**config.mk**
```make
export PLATFORM = sky130hd
export DESIGN_NAME = dram_err_report
export DESIGN_NICKNAME = d
export VERILOG_FILES = /design/src/dram_err_pkg.sv /design/src/dram_err_report.sv
export SDC_FILE = /design/constraint.sdc
export NUM_CORES = 1
export LEC_CHECK = 0
export BUFFER_PORTS_ARGS = -buffer_cell sky130_fd_sc_hd__buf_2
export CORE_MARGIN = 2
export CORE_UTILIZATION = 53
export CTS_CLUSTER_DIAMETER = 150
export DETAILED_ROUTE_END_ITERATION = 10
export GPL_ROUTABILITY_DRIVEN = 0
export GPL_TIMING_DRIVEN = 0
export PLACE_DENSITY = 0.86
export SETUP_SLACK_MARGIN = 0.4
export SLEW_MARGIN = 20
export SYNTH_ARGS = -nofsm -noshare
export SYNTH_HDL_FRONTEND = slang
export SYNTH_SLANG_ARGS = --single-unit
```
**constraint.sdc**
```tcl
create_clock -name pclk -period 2.31 [get_ports pclk]
set_clock_uncertainty 0.15 [all_clocks]
set_input_delay 0.3465 -clock pclk [delete_from_list [all_inputs] [get_ports pclk]]
set_output_delay 0.3465 -clock pclk [all_outputs]
set_load 0.02 [all_outputs]
```
**src/dram_err_pkg.sv**
```systemverilog
// Constants and types for the DRAM error reporting logic.
`default_nettype none
package dram_err_pkg;
  // Register byte offsets.
  localparam logic [7:0] OFF_MEM_ESR    = 8'h00;
  localparam logic [7:0] OFF_MEM_EAR_LO = 8'h04;
  localparam logic [7:0] OFF_MEM_EAR_HI = 8'h08;
  localparam logic [7:0] OFF_LINK_SYND  = 8'h0C;
  localparam logic [7:0] OFF_CACHE_ESR  = 8'h10;
  localparam logic [7:0] OFF_CACHE_EAR_LO = 8'h14;
  localparam logic [7:0] OFF_CACHE_EAR_HI = 8'h18;
  localparam logic [7:0] OFF_CACHE_CTRL = 8'h1C;
  localparam logic [7:0] OFF_CORE_EN    = 8'h20;
  localparam logic [7:0] OFF_TRAP_EN    = 8'h24;
  localparam logic [7:0] OFF_DESR       = 8'h28;
  localparam logic [7:0] OFF_FAULT      = 8'h2C;
  // Memory error status flags, bits 21:16 of the status word.
  localparam int MEM_FLAG_POS = 16;
  localparam int MF_DSC = 0;
  localparam int MF_FBR = 1;
  localparam int MF_DAU = 2;
  localparam int MF_VEU = 3;
  localparam int MF_DBU = 4;
  localparam int MF_FBU = 5;
  // Cache error status fields.
  localparam int CF_DSC = 0;
  localparam int CF_DAU = 1;
  localparam int CF_VEU = 2;
  localparam int CACHE_RW_POS   = 3;
  localparam int CACHE_MODA_POS = 4;
  localparam int CACHE_VCID_POS = 8;
  // Control fields.
  localparam int CTRL_CEEN  = 0;
  localparam int CTRL_NCEEN = 1;
  localparam int CTRL_STEER_POS = 8;
  localparam int CE_CORR  = 0;
  localparam int CE_UNCORR = 1;
  localparam int CE_FETCH = 2;
  localparam int CE_DATA  = 3;
  localparam int TE_DHCCE = 0;
  localparam int TE_DE    = 1;
  localparam int TE_PSCCE = 2;
  localparam int DESR_VALID_POS = 31;
  localparam int FAULT_DATA_POS = 4;
  // Reset values.
  localparam logic [31:0] CTRL_RST    = 32'h0000_0000;
  localparam logic [3:0]  CORE_EN_RST = 4'h0;
  localparam logic [2:0]  TRAP_EN_RST = 3'h0;
  // Error codes carried in packets and fault status.
  localparam logic [3:0] CODE_NONE          = 4'h0;
  localparam logic [3:0] CODE_CACHE_CORR    = 4'h1;
  localparam logic [3:0] CODE_CACHE_UNCORR  = 4'h2;
  localparam logic [3:0] CODE_FETCH_UNCORR  = 4'h3;
  localparam logic [3:0] CODE_DATA_UNCORR   = 4'h4;
  typedef enum logic [3:0] {
    K_LOAD, K_FETCH, K_PREFETCH, K_ATOMIC, K_TTE,
    K_STORE, K_PSTORE, K_WRBACK, K_BSTORE
  } access_kind_e;
  typedef enum logic [1:0] {
    LC_DATA_CRC, LC_ALERT_FRAME, LC_ALERT_STATUS, LC_STATUS_PARITY
  } link_cond_e;
endpackage
`default_nettype wire

```
**src/dram_err_report.sv**
```systemverilog
// DRAM error classification, logging and trap reporting with an APB slave.
// Behaviour
// - scrub correctable error logs flag, syndrome and address bits 39:4.
// - recovered link error sets link flag, saves syndrome, reports correctable.
// - correctable report sets cache flag; only scrub errors trigger corrected memory rewrite.
// - with correctable enable, send indication packet to steered processor.
// - corrected error logs its code when report enabled and status invalid.
// - corrected trap needs its enable and interrupts on or not hyperprivileged.
// - unmet trap stays pending until status cleared or enables allow it.
// - cache scrub flag is set regardless of other cache status bits.
// - four link conditions, when recovered, log and report correctable.
// - ECC and link uncorrectable errors report uncorrectable with own logs.
// - out-of-bounds read poisons whole line and sets bounds flag.
// - writebacks and block stores out of bounds dropped without indication.
// - before-fill critical error logs flags, requester, mode, address 39:6.
// - before-fill error chunks get corrupted ECC, first level bad parity.
// - with uncorrectable enable, error returns in the load return packet.
// - fetch error with enables records code and traps, else nothing.
// - data fetch error with enables records code and traps, else nothing.
// - after-fill misses log steered requester and signal disrupting error.
// - uncorrectable error logged when enabled and status invalid; gated trap.
// - atomic on erroneous word leaves data and bad ECC unchanged.
// - store miss poisons error chunks; partial store abandons its update.
// - prefetch error places no data in the first level data cache.
`default_nettype none
module dram_err_report
  import dram_err_pkg::*;
#(
  parameter int LINE_CHUNKS = 16,
  parameter int SYND_W      = 16,
  parameter int LSYND_W     = 8,
  parameter int VCID_W      = 6
) (
  // Clock and reset.
  input  wire logic                 pclk,
  input  wire logic                 presetn,
  // APB slave.
  input  wire logic                 psel,
  input  wire logic                 penable,
  input  wire logic                 pwrite,
  input  wire logic [7:0]           paddr,
  input  wire logic [31:0]          pwdata,
  output var  logic [31:0]          prdata,
  output var  logic                 pready,
  output var  logic                 pslverr,
  // Correctable events from the memory controller.
  input  wire logic                 ce_valid,
  input  wire logic                 ce_is_link,
  input  wire link_cond_e           ce_link_cond,
  input  wire logic [SYND_W-1:0]    ce_synd,
  input  wire logic [LSYND_W-1:0]   ce_link_synd,
  input  wire logic [39:4]          ce_addr,
  // Uncorrectable access events.
  input  wire logic                 acc_valid,
  input  wire access_kind_e         acc_kind,
  input  wire logic                 acc_ecc_ue,
  input  wire logic                 acc_link_ue,
  input  wire logic                 acc_oob,
  input  wire logic                 acc_before_fill,
  input  wire logic                 acc_crit_err,
  input  wire logic [LINE_CHUNKS-1:0] acc_chunk_err,
  input  wire logic [SYND_W-1:0]    acc_synd,
  input  wire logic [LSYND_W-1:0]   acc_link_synd,
  input  wire logic [39:6]          acc_addr,
  input  wire logic [VCID_W-1:0]    acc_vcid,
  input  wire logic                 acc_mode,
  // Strand state.
  input  wire logic                 interrupt_enable_flag,
  input  wire logic                 hyperpriv_mode_flag,
  // Correction and cache fill actions.
  output var  logic                 mem_rewrite,
  output var  logic                 chunk_poison,
  output var  logic                 chunk_corrupt,
  output var  logic [LINE_CHUNKS-1:0] chunk_mask,
  output var  logic                 l1_bad_parity,
  output var  logic                 l1_fill_inhibit,
  output var  logic                 update_abort,
  output var  logic                 access_drop,
  // Packets to processors.
  output var  logic                 corr_pkt_valid,
  output var  logic [VCID_W-1:0]    corr_pkt_vcid,
  output var  logic [3:0]           corr_pkt_code,
  output var  logic                 load_ret_err,
  output var  logic [3:0]           load_ret_code,
  // Traps.
  output var  logic                 instr_trap,
  output var  logic                 data_trap,
  output var  logic                 hw_corr_trap,
  output var  logic                 sw_rec_trap
);
  if (LINE_CHUNKS < 1 || LINE_CHUNKS > 32 || SYND_W < 1 || SYND_W > 16 ||
      LSYND_W < 1 || LSYND_W > 30 || VCID_W < 1 || VCID_W > 8) begin : g_chk
    $error("dram_err_report: unsupported parameter values");
  end

  function automatic logic [5:0] w1c6(input logic [5:0] cur,
                                      input logic [5:0] set,
                                      input logic [5:0] clr);
    w1c6 = (cur & ~clr) | set;
  endfunction

  function automatic logic gate_ok(input logic en);
    gate_ok = en && (interrupt_enable_flag || !hyperpriv_mode_flag);
  endfunction

  logic [5:0]         mem_flags_r;
  logic [SYND_W-1:0]  mem_synd_r;
  logic [39:4]        mem_addr_r;
  logic [LSYND_W-1:0] link_synd_r;
  logic [1:0]         link_cond_r;
  logic [5:0]         cache_flags_r;
  logic               cache_rw_r;
  logic               cache_moda_r;
  logic [VCID_W-1:0]  cache_vcid_r;
  logic [39:6]        cache_addr_r;
  logic [31:0]        ctrl_r;
  logic [3:0]         core_en_r;
  logic [2:0]         trap_en_r;
  logic               desr_valid_r;
  logic [3:0]         desr_code_r;
  logic               pend_r;
  logic [3:0]         ifault_r;
  logic [3:0]         dfault_r;

  // APB decode.
  logic wr;
  logic [31:0] clr_w;
  assign wr = psel && penable && pready && pwrite;
  assign clr_w = pwdata;

  // Event classification.
  logic ue;
  logic drop;
  logic ue_live;
  logic bf;
  logic af;
  logic [VCID_W-1:0] steer;
  assign steer = ctrl_r[CTRL_STEER_POS +: VCID_W];
  assign ue = acc_ecc_ue || acc_link_ue || acc_oob;
  assign drop = acc_valid && acc_oob &&
                (acc_kind == K_WRBACK || acc_kind == K_BSTORE);
  assign ue_live = acc_valid && ue && !drop;
  assign bf = ue_live && acc_before_fill && acc_crit_err &&
              (acc_kind == K_LOAD || acc_kind == K_FETCH ||
               acc_kind == K_PREFETCH);
  assign af = ue_live && !bf;

  // Disrupting status logging.
  logic log_corr;
  logic log_uncorr;
  assign log_uncorr = af && ctrl_r[CTRL_NCEEN] &&
                      core_en_r[CE_UNCORR] && !desr_valid_r;
  assign log_corr = ce_valid && ctrl_r[CTRL_CEEN] &&
                    core_en_r[CE_CORR] && !desr_valid_r;

  logic take_hw;
  logic take_sw;
  assign take_hw = pend_r && desr_code_r == CODE_CACHE_CORR &&
                   gate_ok(trap_en_r[TE_DHCCE]);
  assign take_sw = pend_r && desr_code_r == CODE_CACHE_UNCORR &&
                   gate_ok(trap_en_r[TE_DE]);

  // Memory error status and address.
  logic [5:0] mem_set;
  always_comb begin
    mem_set = '0;
    mem_set[MF_DSC] = ce_valid && !ce_is_link;
    mem_set[MF_FBR] = ce_valid && ce_is_link;
    mem_set[MF_DAU] = ue_live && acc_ecc_ue;
    mem_set[MF_VEU] = ue_live && acc_ecc_ue;
    mem_set[MF_DBU] = ue_live && acc_oob;
    mem_set[MF_FBU] = ue_live && acc_link_ue;
  end

  always_ff @(posedge pclk or negedge presetn) begin
    if (!presetn) begin
      mem_flags_r <= '0;
    end else begin
      mem_flags_r <= w1c6(mem_flags_r, mem_set,
        (wr && paddr == OFF_MEM_ESR) ? clr_w[MEM_FLAG_POS +: 6] : 6'h00);
    end
  end

  always_ff @(posedge pclk or negedge presetn) begin
    if (!presetn) begin
      mem_synd_r <= '0;
      mem_addr_r <= '0;
    end else if (ue_live && acc_ecc_ue) begin
      mem_synd_r <= acc_synd;
    end else if (ce_valid && !ce_is_link) begin
      mem_synd_r <= ce_synd;
      mem_addr_r <= ce_addr;
    end
  end

  always_ff @(posedge pclk or negedge presetn) begin
    if (!presetn) begin
      link_synd_r <= '0;
      link_cond_r <= '0;
    end else if (ue_live && acc_link_ue) begin
      link_synd_r <= acc_link_synd;
    end else if (ce_valid && ce_is_link) begin
      link_synd_r <= ce_link_synd;
      link_cond_r <= ce_link_cond;
    end
  end

  // Cache error status and address.
  logic [5:0] cache_set;
  always_comb begin
    cache_set = '0;
    cache_set[CF_DSC] = ce_valid;
    cache_set[CF_DAU] = ue_live;
    cache_set[CF_VEU] = ue_live;
  end

  always_ff @(posedge pclk or negedge presetn) begin
    if (!presetn) begin
      cache_flags_r <= '0;
    end else begin
      cache_flags_r <= w1c6(cache_flags_r, cache_set,
        (wr && paddr == OFF_CACHE_ESR) ? clr_w[5:0] : 6'h00);
    end
  end

  always_ff @(posedge pclk or negedge presetn) begin
    if (!presetn) begin
      cache_rw_r   <= 1'b0;
      cache_moda_r <= 1'b0;
      cache_vcid_r <= '0;
      cache_addr_r <= '0;
    end else if (bf) begin
      cache_rw_r   <= 1'b0;
      cache_moda_r <= acc_mode;
      cache_vcid_r <= acc_vcid;
      cache_addr_r <= acc_addr;
    end else if (af) begin
      cache_rw_r   <= acc_kind == K_STORE || acc_kind == K_PSTORE;
      cache_vcid_r <= steer;
      cache_addr_r <= acc_addr;
    end
  end

  // Software control registers.
  always_ff @(posedge pclk or negedge presetn) begin
    if (!presetn) begin
      ctrl_r    <= CTRL_RST;
      core_en_r <= CORE_EN_RST;
      trap_en_r <= TRAP_EN_RST;
    end else if (wr) begin
      if (paddr == OFF_CACHE_CTRL) begin
        ctrl_r <= pwdata;
      end
      if (paddr == OFF_CORE_EN) begin
        core_en_r <= pwdata[3:0];
      end
      if (paddr == OFF_TRAP_EN) begin
        trap_en_r <= pwdata[2:0];
      end
    end
  end

  // Disrupting status register and pending trap request.
  logic desr_clr;
  assign desr_clr = wr && paddr == OFF_DESR && !pwdata[DESR_VALID_POS];
  always_ff @(posedge pclk or negedge presetn) begin
    if (!presetn) begin
      desr_valid_r <= 1'b0;
      desr_code_r  <= CODE_NONE;
    end else if (log_uncorr) begin
      desr_valid_r <= 1'b1;
      desr_code_r  <= CODE_CACHE_UNCORR;
    end else if (log_corr) begin
      desr_valid_r <= 1'b1;
      desr_code_r  <= CODE_CACHE_CORR;
    end else if (desr_clr) begin
      desr_valid_r <= 1'b0;
    end
  end

  always_ff @(posedge pclk or negedge presetn) begin
    if (!presetn) begin
      pend_r <= 1'b0;
    end else if (log_uncorr || log_corr) begin
      pend_r <= 1'b1;
    end else if (desr_clr || take_hw || take_sw) begin
      pend_r <= 1'b0;
    end
  end

  always_ff @(posedge pclk or negedge presetn) begin
    if (!presetn) begin
      hw_corr_trap <= 1'b0;
      sw_rec_trap  <= 1'b0;
    end else begin
      hw_corr_trap <= take_hw && !desr_clr;
      sw_rec_trap  <= take_sw && !desr_clr;
    end
  end

  // Precise fetch and data traps.
  logic fetch_hit;
  logic data_hit;
  assign fetch_hit = bf && ctrl_r[CTRL_NCEEN] && acc_kind == K_FETCH &&
                     core_en_r[CE_FETCH] && trap_en_r[TE_PSCCE];
  assign data_hit = bf && ctrl_r[CTRL_NCEEN] && acc_kind != K_FETCH &&
                    core_en_r[CE_DATA] && trap_en_r[TE_PSCCE];
  always_ff @(posedge pclk or negedge presetn) begin
    if (!presetn) begin
      ifault_r   <= CODE_NONE;
      dfault_r   <= CODE_NONE;
      instr_trap <= 1'b0;
      data_trap  <= 1'b0;
    end else begin
      instr_trap <= fetch_hit;
      data_trap  <= data_hit;
      if (fetch_hit) begin
        ifault_r <= CODE_FETCH_UNCORR;
      end else if (wr && paddr == OFF_FAULT) begin
        ifault_r <= CODE_NONE;
      end
      if (data_hit) begin
        dfault_r <= CODE_DATA_UNCORR;
      end else if (wr && paddr == OFF_FAULT) begin
        dfault_r <= CODE_NONE;
      end
    end
  end

  // Cache fill actions and outgoing packets.
  always_ff @(posedge pclk or negedge presetn) begin
    if (!presetn) begin
      mem_rewrite     <= 1'b0;
      chunk_poison    <= 1'b0;
      chunk_corrupt   <= 1'b0;
      chunk_mask      <= '0;
      l1_bad_parity   <= 1'b0;
      l1_fill_inhibit <= 1'b0;
      update_abort    <= 1'b0;
      access_drop     <= 1'b0;
      corr_pkt_valid  <= 1'b0;
      corr_pkt_vcid   <= '0;
      corr_pkt_code   <= CODE_NONE;
      load_ret_err    <= 1'b0;
      load_ret_code   <= CODE_NONE;
    end else begin
      mem_rewrite   <= ce_valid && !ce_is_link;
      access_drop   <= drop;
      chunk_poison  <= ue_live;
      chunk_corrupt <= bf;
      chunk_mask    <= acc_oob ? '1 : acc_chunk_err;
      l1_bad_parity <= bf && acc_kind != K_PREFETCH;
      l1_fill_inhibit <= ue_live && acc_kind == K_PREFETCH;
      update_abort  <= ue_live &&
                       (acc_kind == K_ATOMIC || acc_kind == K_PSTORE);
      corr_pkt_valid <= ce_valid && ctrl_r[CTRL_CEEN];
      corr_pkt_vcid  <= steer;
      corr_pkt_code  <= CODE_CACHE_CORR;
      load_ret_err   <= bf && ctrl_r[CTRL_NCEEN];
      load_ret_code  <= CODE_CACHE_UNCORR;
    end
  end

  // APB read mux, no wait states.
  logic [31:0] rd;
  logic        hit;
  always_comb begin
    rd  = '0;
    hit = 1'b1;
    unique case (paddr)
      OFF_MEM_ESR: begin
        rd[MEM_FLAG_POS +: 6] = mem_flags_r;
        rd[SYND_W-1:0] = mem_synd_r;
      end
      OFF_MEM_EAR_LO:   rd = mem_addr_r[35:4];
      OFF_MEM_EAR_HI:   rd[3:0] = mem_addr_r[39:36];
      OFF_LINK_SYND: begin
        rd[LSYND_W-1:0] = link_synd_r;
        rd[31:30] = link_cond_r;
      end
      OFF_CACHE_ESR: begin
        rd[5:0] = cache_flags_r;
        rd[CACHE_RW_POS] = cache_rw_r;
        rd[CACHE_MODA_POS] = cache_moda_r;
        rd[CACHE_VCID_POS +: VCID_W] = cache_vcid_r;
      end
      OFF_CACHE_EAR_LO: rd = cache_addr_r[37:6];
      OFF_CACHE_EAR_HI: rd[1:0] = cache_addr_r[39:38];
      OFF_CACHE_CTRL:   rd = ctrl_r;
      OFF_CORE_EN:      rd[3:0] = core_en_r;
      OFF_TRAP_EN:      rd[2:0] = trap_en_r;
      OFF_DESR: begin
        rd[DESR_VALID_POS] = desr_valid_r;
        rd[3:0] = desr_code_r;
      end
      OFF_FAULT: begin
        rd[3:0] = ifault_r;
        rd[FAULT_DATA_POS +: 4] = dfault_r;
      end
      default:          hit = 1'b0;
    endcase
  end

  always_ff @(posedge pclk or negedge presetn) begin
    if (!presetn) begin
      pready  <= 1'b0;
      pslverr <= 1'b0;
      prdata  <= '0;
    end else begin
      pready  <= psel && !penable;
      pslverr <= psel && !penable && !hit;
      prdata  <= (psel && !penable && !pwrite) ? rd : 32'h0000_0000;
    end
  end
endmodule
`default_nettype wire

```
==> summary.md <==
| Metric | Value |
|---|---|
| Status | `finished, final reports clean` |
| Fmax | `529 MHz` |
| GRT Total Usage | `0.370` |
| Row cnt | `50` |
| Largest net degree at the start of global routing | `101` |
| Fin area | `14,800 um^2` |
| Asr flop ratio synth | `1.00` |
| Synth Warn # | `0` |
| Starting Density | `0.545` |
| Antenna violations before repair | `3` |
| Syn_area_per_cell | `12.5 um^2` |
| Fin Hold WS | `~0.0043 ns` |
| Core area | `18,800 um^2` |
| Lkg Pwr | `0.00703 uW` |
| Post-synth top area share | `0.559` |
| Synth Flop Type | `dfrtp_1` |
| Longest Clk Path Bufs | `3` |
| Drt pass-1 iters | `8` |
| Mux cell area share after synthesis | `0.211` |
| Inst Count DP | `1,350` |
| Net Sw Power | `~2600 uW` |
| Largest cells by area after synthesis | `dfrtp_1 (56%), mux2_2 (16%), nand2_1 (2.9%)` |
| Largest family of logic cells by synthesized area | `multiplexers` |
| CTS tree | `done` |
| VDD IR-drop max | `0.000680 V` |
| Die Footprint | `roughly 20,000 um^2` |
| Finished Layout Cells | `between 1,500 and 2,000` |
| Root Buffer | `clkbuf_16` |
| Dpl ws | `-0.829 ns` |
| First-pass GRT wire length | `about 56,000 um` |
| Vias per inst | `5.99` |
| Post-Synth Adder-Cell Area | `0` |
| Instance area after placement | `about 12,000 um^2` |
| Post-synth EDFFs | `0` |
| Max Cap Viol | `0` |
| Sequential fraction of the synthesis area | `0.559` |
| Relative slew slack | `0.399` |
| Htree depth | `1` |
| Internal power | `7280 uW` |
| Via count | `between 9,000 and 10,000` |
| Cells after synthesis | `slightly above 800` |
| Hold Fails Final Rpt | `0` |
| Top-count cell post-synth | `dfrtp_1` |
| Filler cells | `1,041` |
| CP required | `around 2.6 ns` |
| TritonCTS Buffers | `24` |
| Combinational power share | `0.153` |
| Synth Area in Compound Gates | `0.0816` |
| CP Cell Sequence | `clkbuf_2, or4b_1, buf_6, nor3_4, buf_6, mux2_1` |
| Final Setup Violations | `0` |
| Yosys reg bits | `about 230` |
| Net Sw Frac | `0.263` |
| Total power | `a little under 10,000 uW` |
| DRC violations left | `0` |
| Nets | `1,485` |
| Yosys top cell by area | `dfrtp_1` |
| Final period utilization | `0.819` |
| Hold Crit Class | `in2reg` |
| Die Height | `about 140 um` |
| WL per Instance | `24.3 um` |
| Setup slack after layout | `0.419 ns` |
| Post-synthesis cell type count | `67` |
| Worst Path Arrival | `~2.1 ns` |
| Fraction of layout cells with a size suffix above 1 | `0.423` |
| Clk sinks | `between 200 and 250` |
| CTS clk-pin slew, worst paths | `approximately 0.070 ns` |
| Setup CP Type | `in2reg` |
| GRT Residual Overflow | `0` |
| Syn-to-layout area delta | `44.0%` |
| Die Wd | `~140 um` |
| Buffers & Inverters on Critical Path | `3` |
| Reg power frac | `0.459` |
| DRT iter0 DRCs | `1,009` |
| Crit path time final | `1.89 ns` |
| Cell repeated most along the worst path | `buf_6` |
| Post-synthesis cell area | `slightly above 10,000 um^2` |
| DRT antenna net count | `0` |
| CP startpoint kind | `input port` |
| Post-DP HPWL | `around 23,000 um` |
| PwrDens | `669 nW/um^2` |
| Final Max Tran Viols | `0` |
| Post-synth top cells | `dfrtp_1 (229), mux2_2 (144), nand2_1 (78), nor2_1 (35), mux2i_1 (29)` |
| Final WL | `37,900 um` |
| PortBufs | `264` |
| Actual slew at the worst max-slew pin | `roughly 0.90 ns` |
| Crit. End Element | `flop` |
| Post-Synth XOR/XNOR Area | `0.00171` |
| RSZ-0062 raised after global routing | `true` |
| Clock power share | `0.387` |
| Crit-path max cell delay | `0.53 ns` |
| Delay-heaviest family, CP | `simple AND/OR/NAND/NOR gates` |
| Number of global-route vias before repair | `9,967` |
| Post-Synth Simple-Gate Area | `0.114` |
| Clk Latency, worst-skew pair | `about 0.53 ns` |
| Worst Path Max Fanout | `10` |
| Slowest cell on crit path | `or4b_1` |
| Io pins | `279` |
==> flip-flops by register name, summed over array words and instances, names as in the netlist, 3 cells and up <==
signal / cells
chunk_mask: 16
cache_flags_r: 4
ctrl_r: 32
mem_synd_r: 16
link_synd_r: 8
prdata: 32
cache_vcid_r: 6
mem_addr_r: 36
corr_pkt_vcid: 6
cache_addr_r: 34
trap_en_r: 3
mem_flags_r: 6
core_en_r: 4
==> layout make-up <==
cell class              instances  area, um^2  share of cell area
multi-input cells             528        4470               0.303
inverters                      12        45.0             0.00305
clock inverters                 9        78.8             0.00534
plain buffers                  55         398              0.0269
repair buffers                433        3030               0.205
well taps                     260         325              0.0220
diodes                          3        7.51            0.000508
flip-flops and latches        229        5730               0.388
clock buffers                  33         676              0.0458
==> final timing paths <==
| kind | end | start | slack (ns) | cells past startpoint |
|---|---|---|---|---|
| worst max-delay path | ctrl_r[17] | paddr[6] | 0.42 | 6 |
| worst min-delay path | mem_synd_r[0] | ce_synd[0] | 0.004 | 4 |
| worst max register to register | mem_flags_r[4] | pready | 0.56 | 6 |
| worst min register to register | corr_pkt_vcid[3] | ctrl_r[11] | 0.30 | 0 |
| max in group asynchronous | corr_pkt_vcid[1] | presetn | 1.00 | 3 |
| min in group asynchronous | corr_pkt_code[0] | presetn | 0.17 | 2 |
==> placed cells by master (no fill, tap or decap), types with 6 or more instances in the layout <==
master,n
a21oi_1,10
nor2_1,33
clkbuf_16,25
mux2i_1,29
nand3_1,9
conb_1,7
or2_2,18
a22o_1,8
dlygate4sd3_1,157
mux2_1,22
nor4_1,6
mux2_4,38
dfrtp_1,229
o2bb2ai_1,11
buf_2,270
nor3_1,7
clkbuf_1,13
inv_1,11
nor2b_1,8
a31oi_1,7
mux2_2,106
a22oi_1,18
o21ai_0,8
buf_4,24
clkbuf_2,9
nand2_1,78
buf_6,13
==> logic make-up after synthesis <==
| kind of cell | count (synthesis) |
|---|---|
| mux | 195 |
| compound gates | 108 |
| flops | 229 |
| buf+inv | 67 |
| xor+xnor | 2 |
| other cells | 2 |
| simple gates | 216 |
==> power by group through the flow <==
stage / logic, uW / registers, uW / clock network (uW)
6_report: 1510 / 4540 / 3830
5_1_grt: 1600 / 4560 / 3950
4_1_cts: 1440 / 4510 / 3770
3_5_place_dp: 1220 / 4570 / 0
3_3_place_gp: 1160 / 4560 / 0
2_1_floorplan: 715 / 4520 / 0
==> through the flow <==
step	setup TNS [ns]	utilization
floorplan	0	-
global placement	-739.74	0.649
detailed placement	-38.33	0.654
CTS	0	0.781
global route	0	0.784
finish	0	0.784
==> routing by layer <==
layer | wire (um) | global-route usage | vias up
li1 | - | - | 3876
met1 | 13600 | 0.448 | 4505
met2 | 17900 | 0.596 | 774
met3 | 4000 | 0.0993 | 196
met4 | 2390 | 0.217 | 0
met5 | 0 | 0 | -
==> repair_timing <==
item	in CTS	in global routing
resized for setup	10	8
hold buffers	157	0
pin swaps	4	2
endpoints found under the setup margin	145	64
buffers inserted	5	5
endpoints found under the hold margin	210	0
==> worst min-delay path, stage by stage <==
cell and delay [ns]:
buf_2 0.08, nand2_1 0.04, nand2_1 0.05, mux2_2 0.14
(Power assumes the default switching activity.)
